[src/common/imx_pkg.sv]
// constants for the indexed move and register call execution block
package imx_pkg;
   localparam int          DATA_AW      = 12;
   localparam int          PC_W         = 21;
   localparam int          OFFSET_W     = 7;
   localparam logic [20:0] PC_STEP      = 21'h00_0002;
   localparam logic [15:0] OP_CALL_VIA_W = 16'h0014;
   localparam logic [8:0]  OP_MOVX_HI   = 9'h1D6;
   localparam logic [3:0]  OP_SECOND_HI = 4'hF;
   localparam logic [7:0]  RESET_BYTE   = 8'h00;
   localparam logic [11:0] RESET_ADDR   = 12'h000;
   localparam logic [20:0] RESET_PC     = 21'h00_0000;
   localparam logic [1:0]  PHASE_LAST   = 2'h3;
   localparam logic [1:0]  PHASE_FIRST  = 2'h0;
   typedef enum logic [1:0] {IMX_IDLE, IMX_CALL2, IMX_MOV2} imx_state_t;
endpackage

[src/logic/imx_exec.sv]
// execution unit for register-indirect call and indexed memory move
`timescale 1ns/1ps
module imx_exec (
   input  wire logic        clk,
   input  wire logic        reset_n,
   input  wire logic        phase_tick,
   input  wire logic [15:0] instr_word,
   input  wire logic        instr_valid,
   input  wire logic [20:0] pc_current,
   input  wire logic [7:0]  working_register,
   input  wire logic [7:0]  pc_latch_high,
   input  wire logic [7:0]  pc_latch_upper,
   input  wire logic [11:0] index_pointer_two,
   input  wire logic [7:0]  mem_rdata,
   output logic [20:0]      stack_push_data,
   output logic             stack_push,
   output logic [20:0]      pc_load_value,
   output logic             pc_load,
   output logic [11:0]      mem_addr,
   output logic             mem_read,
   output logic [7:0]       mem_wdata,
   output logic             mem_write,
   output logic             flush_fetch,
   output logic             busy,
   output logic [1:0]       phase
);
   imx_pkg::imx_state_t state_q, state_d;
   logic [1:0]  phase_q;
   logic [11:0] dest_q;
   logic [7:0]  byte_q;
   logic [20:0] push_q, pcv_q;
   logic        push_v_q, pc_load_q, rd_q, wr_q, fl_q, busy_q;
   logic [11:0] addr_q;

   // cycle boundary: last phase of a four-phase instruction cycle
   wire cyc_end  = phase_tick && (phase_q == imx_pkg::PHASE_LAST);
   wire take     = cyc_end && instr_valid && (state_q == imx_pkg::IMX_IDLE);
   wire is_call  = (instr_word == imx_pkg::OP_CALL_VIA_W);
   wire is_move  = (instr_word[15:7] == imx_pkg::OP_MOVX_HI);
   // a stray second word matches neither opcode, so it falls through idle
   wire is_lone2 = (instr_word[15:12] == imx_pkg::OP_SECOND_HI);
   // 12-bit sum wraps, so every address stays inside the data space
   wire [11:0] src_addr = index_pointer_two
                        + {5'h00, instr_word[6:0]};
   wire [20:0] ret_addr = pc_current + imx_pkg::PC_STEP;
   wire [20:0] call_tgt = {pc_latch_upper[4:0], pc_latch_high,
                           working_register};

   always_comb begin
      state_d = state_q;
      if (cyc_end) begin
         case (state_q)
            imx_pkg::IMX_IDLE: begin
               if (take && is_call)
                  state_d = imx_pkg::IMX_CALL2;
               else if (take && is_move)
                  state_d = imx_pkg::IMX_MOV2;
            end
            imx_pkg::IMX_CALL2: state_d = imx_pkg::IMX_IDLE;
            imx_pkg::IMX_MOV2:  state_d = imx_pkg::IMX_IDLE;
            default:            state_d = imx_pkg::IMX_IDLE;
         endcase
      end
   end

   always_ff @(posedge clk) begin
      if (!reset_n) begin
         state_q  <= imx_pkg::IMX_IDLE;
         phase_q  <= imx_pkg::PHASE_FIRST;
         dest_q   <= imx_pkg::RESET_ADDR;
         byte_q   <= imx_pkg::RESET_BYTE;
      end else begin
         state_q <= state_d;
         if (phase_tick)
            phase_q <= phase_q + 2'h1;
         if (take && is_move)
            byte_q <= mem_rdata;
         // destination literal arrives as the next fetched word
         if (state_q == imx_pkg::IMX_MOV2 && phase_tick
             && phase_q == imx_pkg::PHASE_FIRST)
            dest_q <= instr_word[11:0];
      end
   end

   // outputs registered; working register, flags, bank select untouched
   always_ff @(posedge clk) begin
      if (!reset_n) begin
         push_q   <= imx_pkg::RESET_PC;
         pcv_q    <= imx_pkg::RESET_PC;
         push_v_q  <= 1'b0;
         pc_load_q <= 1'b0;
         busy_q    <= 1'b0;
         rd_q     <= 1'b0;
         wr_q     <= 1'b0;
         fl_q     <= 1'b0;
         addr_q   <= imx_pkg::RESET_ADDR;
      end else begin
         push_v_q  <= take && is_call;
         pc_load_q <= push_v_q;                   // pc after push
         // flop copy of the next state keeps busy glitch free
         busy_q    <= (state_d != imx_pkg::IMX_IDLE);
         fl_q     <= take && is_call;
         rd_q     <= take && is_move;
         wr_q     <= cyc_end && state_q == imx_pkg::IMX_MOV2;
         if (take && is_call) begin
            push_q <= ret_addr;
            pcv_q  <= call_tgt;
         end
         if (take && is_move)
            addr_q <= src_addr;
         else if (cyc_end && state_q == imx_pkg::IMX_MOV2)
            addr_q <= dest_q;
      end
   end

   assign stack_push_data = push_q;
   assign stack_push      = push_v_q;
   assign pc_load_value   = pcv_q;
   assign pc_load         = pc_load_q;
   assign mem_addr        = addr_q;
   assign mem_read        = rd_q;
   assign mem_wdata       = byte_q;
   assign mem_write       = wr_q;
   assign flush_fetch     = fl_q;
   assign busy            = busy_q;
   assign phase           = phase_q;

   // each check samples on the core clock and idles in reset
   chk_push_before_pc: assert property (
      @(posedge clk) disable iff (!reset_n)
      stack_push |=> pc_load)
      else $error("pc not loaded after push");

   chk_ret_value: assert property (
      @(posedge clk) disable iff (!reset_n)
      take && is_call |=> stack_push_data == $past(ret_addr))
      else $error("return address wrong");

   chk_push_once: assert property (
      @(posedge clk) disable iff (!reset_n)
      stack_push |=> !stack_push)
      else $error("return address pushed twice");

   chk_low_from_w: assert property (
      @(posedge clk) disable iff (!reset_n)
      take && is_call |=> pc_load_value[7:0] == $past(working_register))
      else $error("pc low not working reg");

   chk_high_latch: assert property (
      @(posedge clk) disable iff (!reset_n)
      take && is_call |=> pc_load_value[15:8] == $past(pc_latch_high))
      else $error("pc high not latch");

   chk_upper_latch: assert property (
      @(posedge clk) disable iff (!reset_n)
      take && is_call
      |=> pc_load_value[20:16] == $past(pc_latch_upper[4:0]))
      else $error("pc upper not latch");

   chk_call_two_cyc: assert property (
      @(posedge clk) disable iff (!reset_n)
      take && is_call |=> busy)
      else $error("call not two cycles");

   // prefetched word is stale once the target changes
   chk_flush_on_call: assert property (
      @(posedge clk) disable iff (!reset_n)
      stack_push |-> flush_fetch)
      else $error("prefetch not flushed");

   chk_call_no_mem: assert property (
      @(posedge clk) disable iff (!reset_n)
      state_q == imx_pkg::IMX_CALL2 |-> !mem_write && !mem_read)
      else $error("call touched memory");

   chk_src_addr: assert property (
      @(posedge clk) disable iff (!reset_n)
      take && is_move |=> mem_read && mem_addr == $past(src_addr))
      else $error("move source addr wrong");

   chk_dest_write: assert property (
      @(posedge clk) disable iff (!reset_n)
      mem_write |-> mem_addr == dest_q)
      else $error("move dest wrong");

   chk_write_byte: assert property (
      @(posedge clk) disable iff (!reset_n)
      take && is_move |=> mem_wdata == $past(mem_rdata))
      else $error("move byte not source byte");

   chk_move_two_cyc: assert property (
      @(posedge clk) disable iff (!reset_n)
      mem_read |-> ##[1:8] mem_write)
      else $error("move no write");

   chk_write_ends: assert property (
      @(posedge clk) disable iff (!reset_n)
      mem_write |-> !busy)
      else $error("move write not in last cycle");

   chk_move_no_stack: assert property (
      @(posedge clk) disable iff (!reset_n)
      take && is_move |=> !stack_push && !flush_fetch)
      else $error("move touched stack");

   chk_lone_nop: assert property (
      @(posedge clk) disable iff (!reset_n)
      take && is_lone2 |=> !busy && !stack_push && !mem_read)
      else $error("lone second word acted");

   cov_call: cover property (@(posedge clk) disable iff (!reset_n)
      take && is_call);
   cov_pc_load: cover property (@(posedge clk) disable iff (!reset_n)
      pc_load);
   cov_move_read: cover property (@(posedge clk) disable iff (!reset_n)
      mem_read);
   cov_move: cover property (@(posedge clk) disable iff (!reset_n)
      mem_write);
   cov_lone: cover property (@(posedge clk) disable iff (!reset_n)
      take && is_lone2);
endmodule

[config.mk]
export PLATFORM = sky130hd
export DESIGN_NAME = imx_exec
export DESIGN_NICKNAME = d
export VERILOG_FILES = /design/src/common/imx_pkg.sv /design/src/logic/imx_exec.sv
export SDC_FILE = /design/constraint.sdc
export NUM_CORES = 1
export LEC_CHECK = 0
export BUFFER_PORTS_ARGS = -buffer_cell sky130_fd_sc_hd__buf_2
export CORE_MARGIN = 2
export CORE_UTILIZATION = 48
export CTS_CLUSTER_DIAMETER = 60
export DETAILED_ROUTE_END_ITERATION = 10
export GPL_ROUTABILITY_DRIVEN = 0
export PLACE_DENSITY = 0.8
export SYNTH_ARGS = -nofsm -noshare
export SYNTH_HDL_FRONTEND = slang
export SYNTH_SLANG_ARGS = --single-unit
export TNS_END_PERCENT = 1
[constraint.sdc]
create_clock -name clk -period 2.4 [get_ports clk]
set_input_delay 0.24 -clock clk [delete_from_list [all_inputs] [get_ports clk]]
set_output_delay 0.24 -clock clk [all_outputs]
set_load 0.02 [all_outputs]
* Yosys cells after proc, flatten, opt, wreduce, memory -nomap -nowiden
Index checks and enable logic that the tools add are counted.
Storage, ports and cells: bits of input ports 85, register bits 83, output and inout port bits 70
Operators by class: add/sub/neg operators 3, reduce and logical (&&, ||, !) cells 12, multiplexer cells 6, equal/unequal tests 4
Operators by type and width (number):
- $mux W12 | 2
- $add A21 B2 Y21 const B | 1
- $eq A16 B5 Y1 const B | 1
- $add A12 B7 Y12 | 1
- $eq A9 B9 Y1 const B | 1
- $logic_and A1 B1 Y1 | 8
- $mux W2 | 4
- $eq A2 B2 Y1 const B | 2
- $logic_not A2 Y1 | 2
- $reduce_bool A2 Y1 | 2
- $add A2 B1 Y2 const B | 1

* Longest topological paths before layout
word-level depth 10, depth in mapped cells 8, depth with buffers taken out 8

* Worst setup path before layout
OpenSTA, ideal clock, no wires.
kind flip-flop to flip-flop, start register phase_q[0], in the netlist phase[0], end register pcv_q[1], in the netlist pc_load_value[1], path slack 425 ps, arrival time 1843 ps, clock period less this slack 1975 ps, library setup time 132 ps, required time 2268 ps, cell stages (with the launch flop) 9, path buffers 2, cells stage by stage dfxtp_1 -> ha_1 -> and4bb_2 -> nand2_1 -> or3_1 -> buf_2 -> clkbuf_1 -> nand2_1 -> a21oi_1
Between the ends: cells in the longest elaborated chain, start to end 5
Ends and longest elaborated chain:
- start, declared | RTL line imx_exec.sv:28 | logic [1:0] phase_q;
- start signal, assigned | RTL line imx_exec.sv:69 | phase_q <= imx_pkg::PHASE_FIRST;
- start signal, assigned | RTL line imx_exec.sv:75 | phase_q <= phase_q + 2'h1;
- $eq A2 B2 Y1 | RTL line imx_exec.sv:36 | wire cyc_end = phase_tick && (phase_q == imx_pkg::PHASE_LAST);
- $logic_and A1 B1 Y1 | RTL line imx_exec.sv:36
- $logic_and A1 B1 Y1 (2 in series) | RTL line imx_exec.sv:37 | wire take = cyc_end && instr_valid && (state_q == imx_pkg::IMX_IDLE);
- $logic_and A1 B1 Y1 | RTL line imx_exec.sv:105 | if (take && is_call) begin
- end signal, assigned | RTL line imx_exec.sv:89 | pcv_q <= imx_pkg::RESET_PC;
- end signal, assigned | RTL line imx_exec.sv:107 | pcv_q <= call_tgt;
- end, declared | RTL line imx_exec.sv:31 | logic [20:0] push_q, pcv_q;
Every way passes these cells. A chain may end at the register's enable or synchronous reset.

* Worst setup path after layout
start register phase_q[0], in the netlist phase[0], end register pcv_q[16], in the netlist pc_load_value[16]
Same word-level chain as after synthesis.

==> reports/metrics.cfg <==
[setup_path]
end_kind=register
r2r_cells=7
crit_path_top_delay_cell=dfxtp_1
crit_chain=ha_1 -> and4bb_2 -> nand2_1 -> or3_1 -> buf_4 -> nand2_1 -> a21oi_1
critPathArrivalTime_ns=2.16
path_common_cell=nand2_1
start_kind=register
critical-path-max-stage-delay_ns=0.40
crit_fanout=27
required_ns=2.59
reg2reg_slack_ns=0.43
path_class=register to register
r2r_start=phase[0]
rr_endpoint=pc_load_value[16]

[route]
drc=0
drtPass1Iterations=6
wirelength_um=9630
wire_per_inst_um=13.7
ant_nets=0
vias_per_cell=5.30
initialDrtViolationCount=131
via_count=3739

[power_and_ir_drop]
pwr-share-comb_pct=9.7
power_density_mw_per_mm2=541
p_leak_uw=0.00214
p_int_uw=2020
swShare_pct=22.9
clkPwrFrac_pct=37.6
p_seq_share_pct=52.7
p_switching_uw=601
power_uw=2620
vdd_drop_max_mv=0.273

[sta]
fin_ws_ns=0.435
maxSlewViolCount=0
min_period_ns=1.97
tns_ns=0
skew_ns=0.0125
worstMarginPinSlew_ns=0.739
rsz0062_at_grt=no
final_hold_viol_count=0
period_share_pct=81.9
slew_headroom_pct=50.7
fin_hold_ws_ns=0.126
max_freq_ghz=0.509
setup_viol=0

[synth]
synth-seq-cells=83
avgSynthCellArea_um2=8.35
synth_top_area_share_pct=43.8
yosys_warnings=0
synthTopCellsByArea=dfxtp_1, nand2_1, a21oi_1
synth_cell_types=46
ys_seq_area_share_pct=43.8
syn_inst=454
synthesis.nets=550
mappedNetlistArea_mm2=0.00379
synth.largest_area_cell=dfxtp_1

[grt]
overflow=0
grt_antenna_before_repair=0
grt_pass1_vias=3537
grt_usage_pct=23.1
grt_max_degree=44
grt_pass1_wl_um=15900

[placement]
dpl.hpwl_um=7230
dp_cells=690
io_buffers=151
pre_cts_slack_ns=0.332

[die]
die_h_um=92.9
io-pin-count=155
die-area_mm2=0.00862
core_mm2=0.00769
num_rows=32
die_w_um=92.9
initial_utilization_pct=49.3

[cts]
cts_resized=0
clockRootBuffer=clkbuf_8
postCtsSetupBuffers=0
h-tree-depth=3
cts-hold-fix-buffers=0
numCtsBuffers=9
clk_latency_ns=0.34
cts.sinks=83
clkTransAtPathRegs_ns=0.08
tritoncts=done
cts.path.max_buffers=2

[status]
status=completed

[job]
timing.max_cap.violations=0

[final_layout]
area_growth_pct=27.9
fillers=709
n_antenna_cell=0
fin_nets=695
instances_no_fill=705
drive_gt1_share_pct=31.8

[worst_hold_path]
min_path_cells=3
hp-start=mem_rdata[0]
hp-class=input port to register
whs_endpoint=mem_wdata[0]

-- cell usage after synthesis, drive strengths merged --
library cell / instances
xnor2: 16
a211o: 1
a21o: 1
nand2b: 2
nor4b: 2
o31ai: 1
and4bb: 1
and4: 4
o21ai: 18
xor2: 10
mux2i: 5
nand3: 7
nor4: 4
nand2: 100
fa: 1
nand4: 6
nor2: 30
or3: 3
nor2b: 1
nor3: 8
nor3b: 1
o211ai: 2
mux2: 8
buf: 11
a2111oi: 1
a21oi: 64
dfxtp: 83
and2: 3
a31oi: 1
nand3b: 1
and3: 3
ha: 10
inv: 11
o31a: 1
a211oi: 18
clkbuf: 15
-- metrics by stage --
step	instance area, um^2	util (%)
2_1_floorplan	3790	-
3_3_place_gp	4650	60.5
6_report	4850	63.1
3_5_place_dp	4650	60.5
5_1_grt	4850	63.1
4_1_cts	4850	63.1
-- kinds of logic (layout without fill, tap and decap cells) --
group | count (synthesis) | count (layout) | share of synthesized area [%]
fa+ha+maj | 11 | 11 | 3.83
simple gates | 176 | 176 | 22.1
xor+xnor | 26 | 26 | 6.01
mux | 13 | 13 | 3.70
flops | 83 | 83 | 43.8
buf+inv | 37 | 186 | 4.22
compound gates | 108 | 108 | 16.3
-- power by group through the flow --
| stage | sequential [uW] | combinational [uW] | clock, uW |
|---|---|---|---|
| floorplan | 1420 | 125 | 0 |
| global placement | 1410 | 243 | 0 |
| detailed placement | 1420 | 249 | 0 |
| CTS | 1380 | 251 | 1020 |
| global route | 1380 | 282 | 1070 |
| finish | 1380 | 253 | 988 |
-- critical path, delay by kind of cell, from the launching register on --
family | cells | cell delay [ns]
buf+inv | 1 | 0.23
flops | 1 | 0.40
compound gates | 1 | 0.07
fa+ha+maj | 1 | 0.22
simple gates | 4 | 0.89
-- worst max path at each step --
stage | startpoint | endpoint | slack [ns] | depth (start not counted)
after floorplan | phase[0] | pc_load_value[1] | 0.43 | 8
after global placement | instr_word[0] | mem_addr[8] | 0.42 | 9
after detailed placement | instr_word[0] | mem_addr[10] | 0.33 | 9
after CTS | phase[0] | pc_load_value[16] | 0.41 | 7
after global routing | phase[0] | pc_load_value[15] | 0.29 | 7
final | phase[0] | pc_load_value[16] | 0.43 | 7
-- placed cells by master, fill, tap and decap left out, drive strengths merged, types with 3 or more instances in the layout --
cell    Yosys  layout
xor2       10      10
dfxtp      83      83
nor2       30      30
xnor2      16      16
nand3       7       7
mux2        8       8
clkbuf     15      13
and3        3       3
o21ai      18      18
a21oi      64      64
buf        11     160
a211oi     18      18
nor3        8       8
and2        3       3
or3         3       3
nand4       6       6
nand2     100     100
mux2i       5       5
nor4        4       4
and4        4       4
inv        11      11
ha         10      10
-- sequential cells by signal (all words and copies together) (netlist names) --
name,count
pc_load_value,21
stack_push_data,21
dest_q,12
mem_addr,12
mem_wdata,8
phase,2
state_q,2
busy,1
flush_fetch,1
mem_read,1
mem_write,1
pc_load,1
-- routing by layer --
metal	global-route usage, %	vias up	wire length (um)
li1	-	1847	-
met1	26.8	1731	3970
met2	40.2	142	4750
met4	10.2	0	238
met3	5.70	19	675
met5	0	-	0
-- layout make-up --
cell class / count / area [um^2] / share of cell area (%)
Multi-Input combinational cell: 334 / 1980 / 40.7
Sequential cell: 83 / 1660 / 34.3
Timing Repair Buffer: 160 / 848 / 17.5
Clock buffer: 13 / 159 / 3.28
Tap cell: 102 / 128 / 2.63
Inverter: 11 / 41.3 / 0.852
Clock inverter: 2 / 35.0 / 0.723
(Power assumes the default switching activity.)
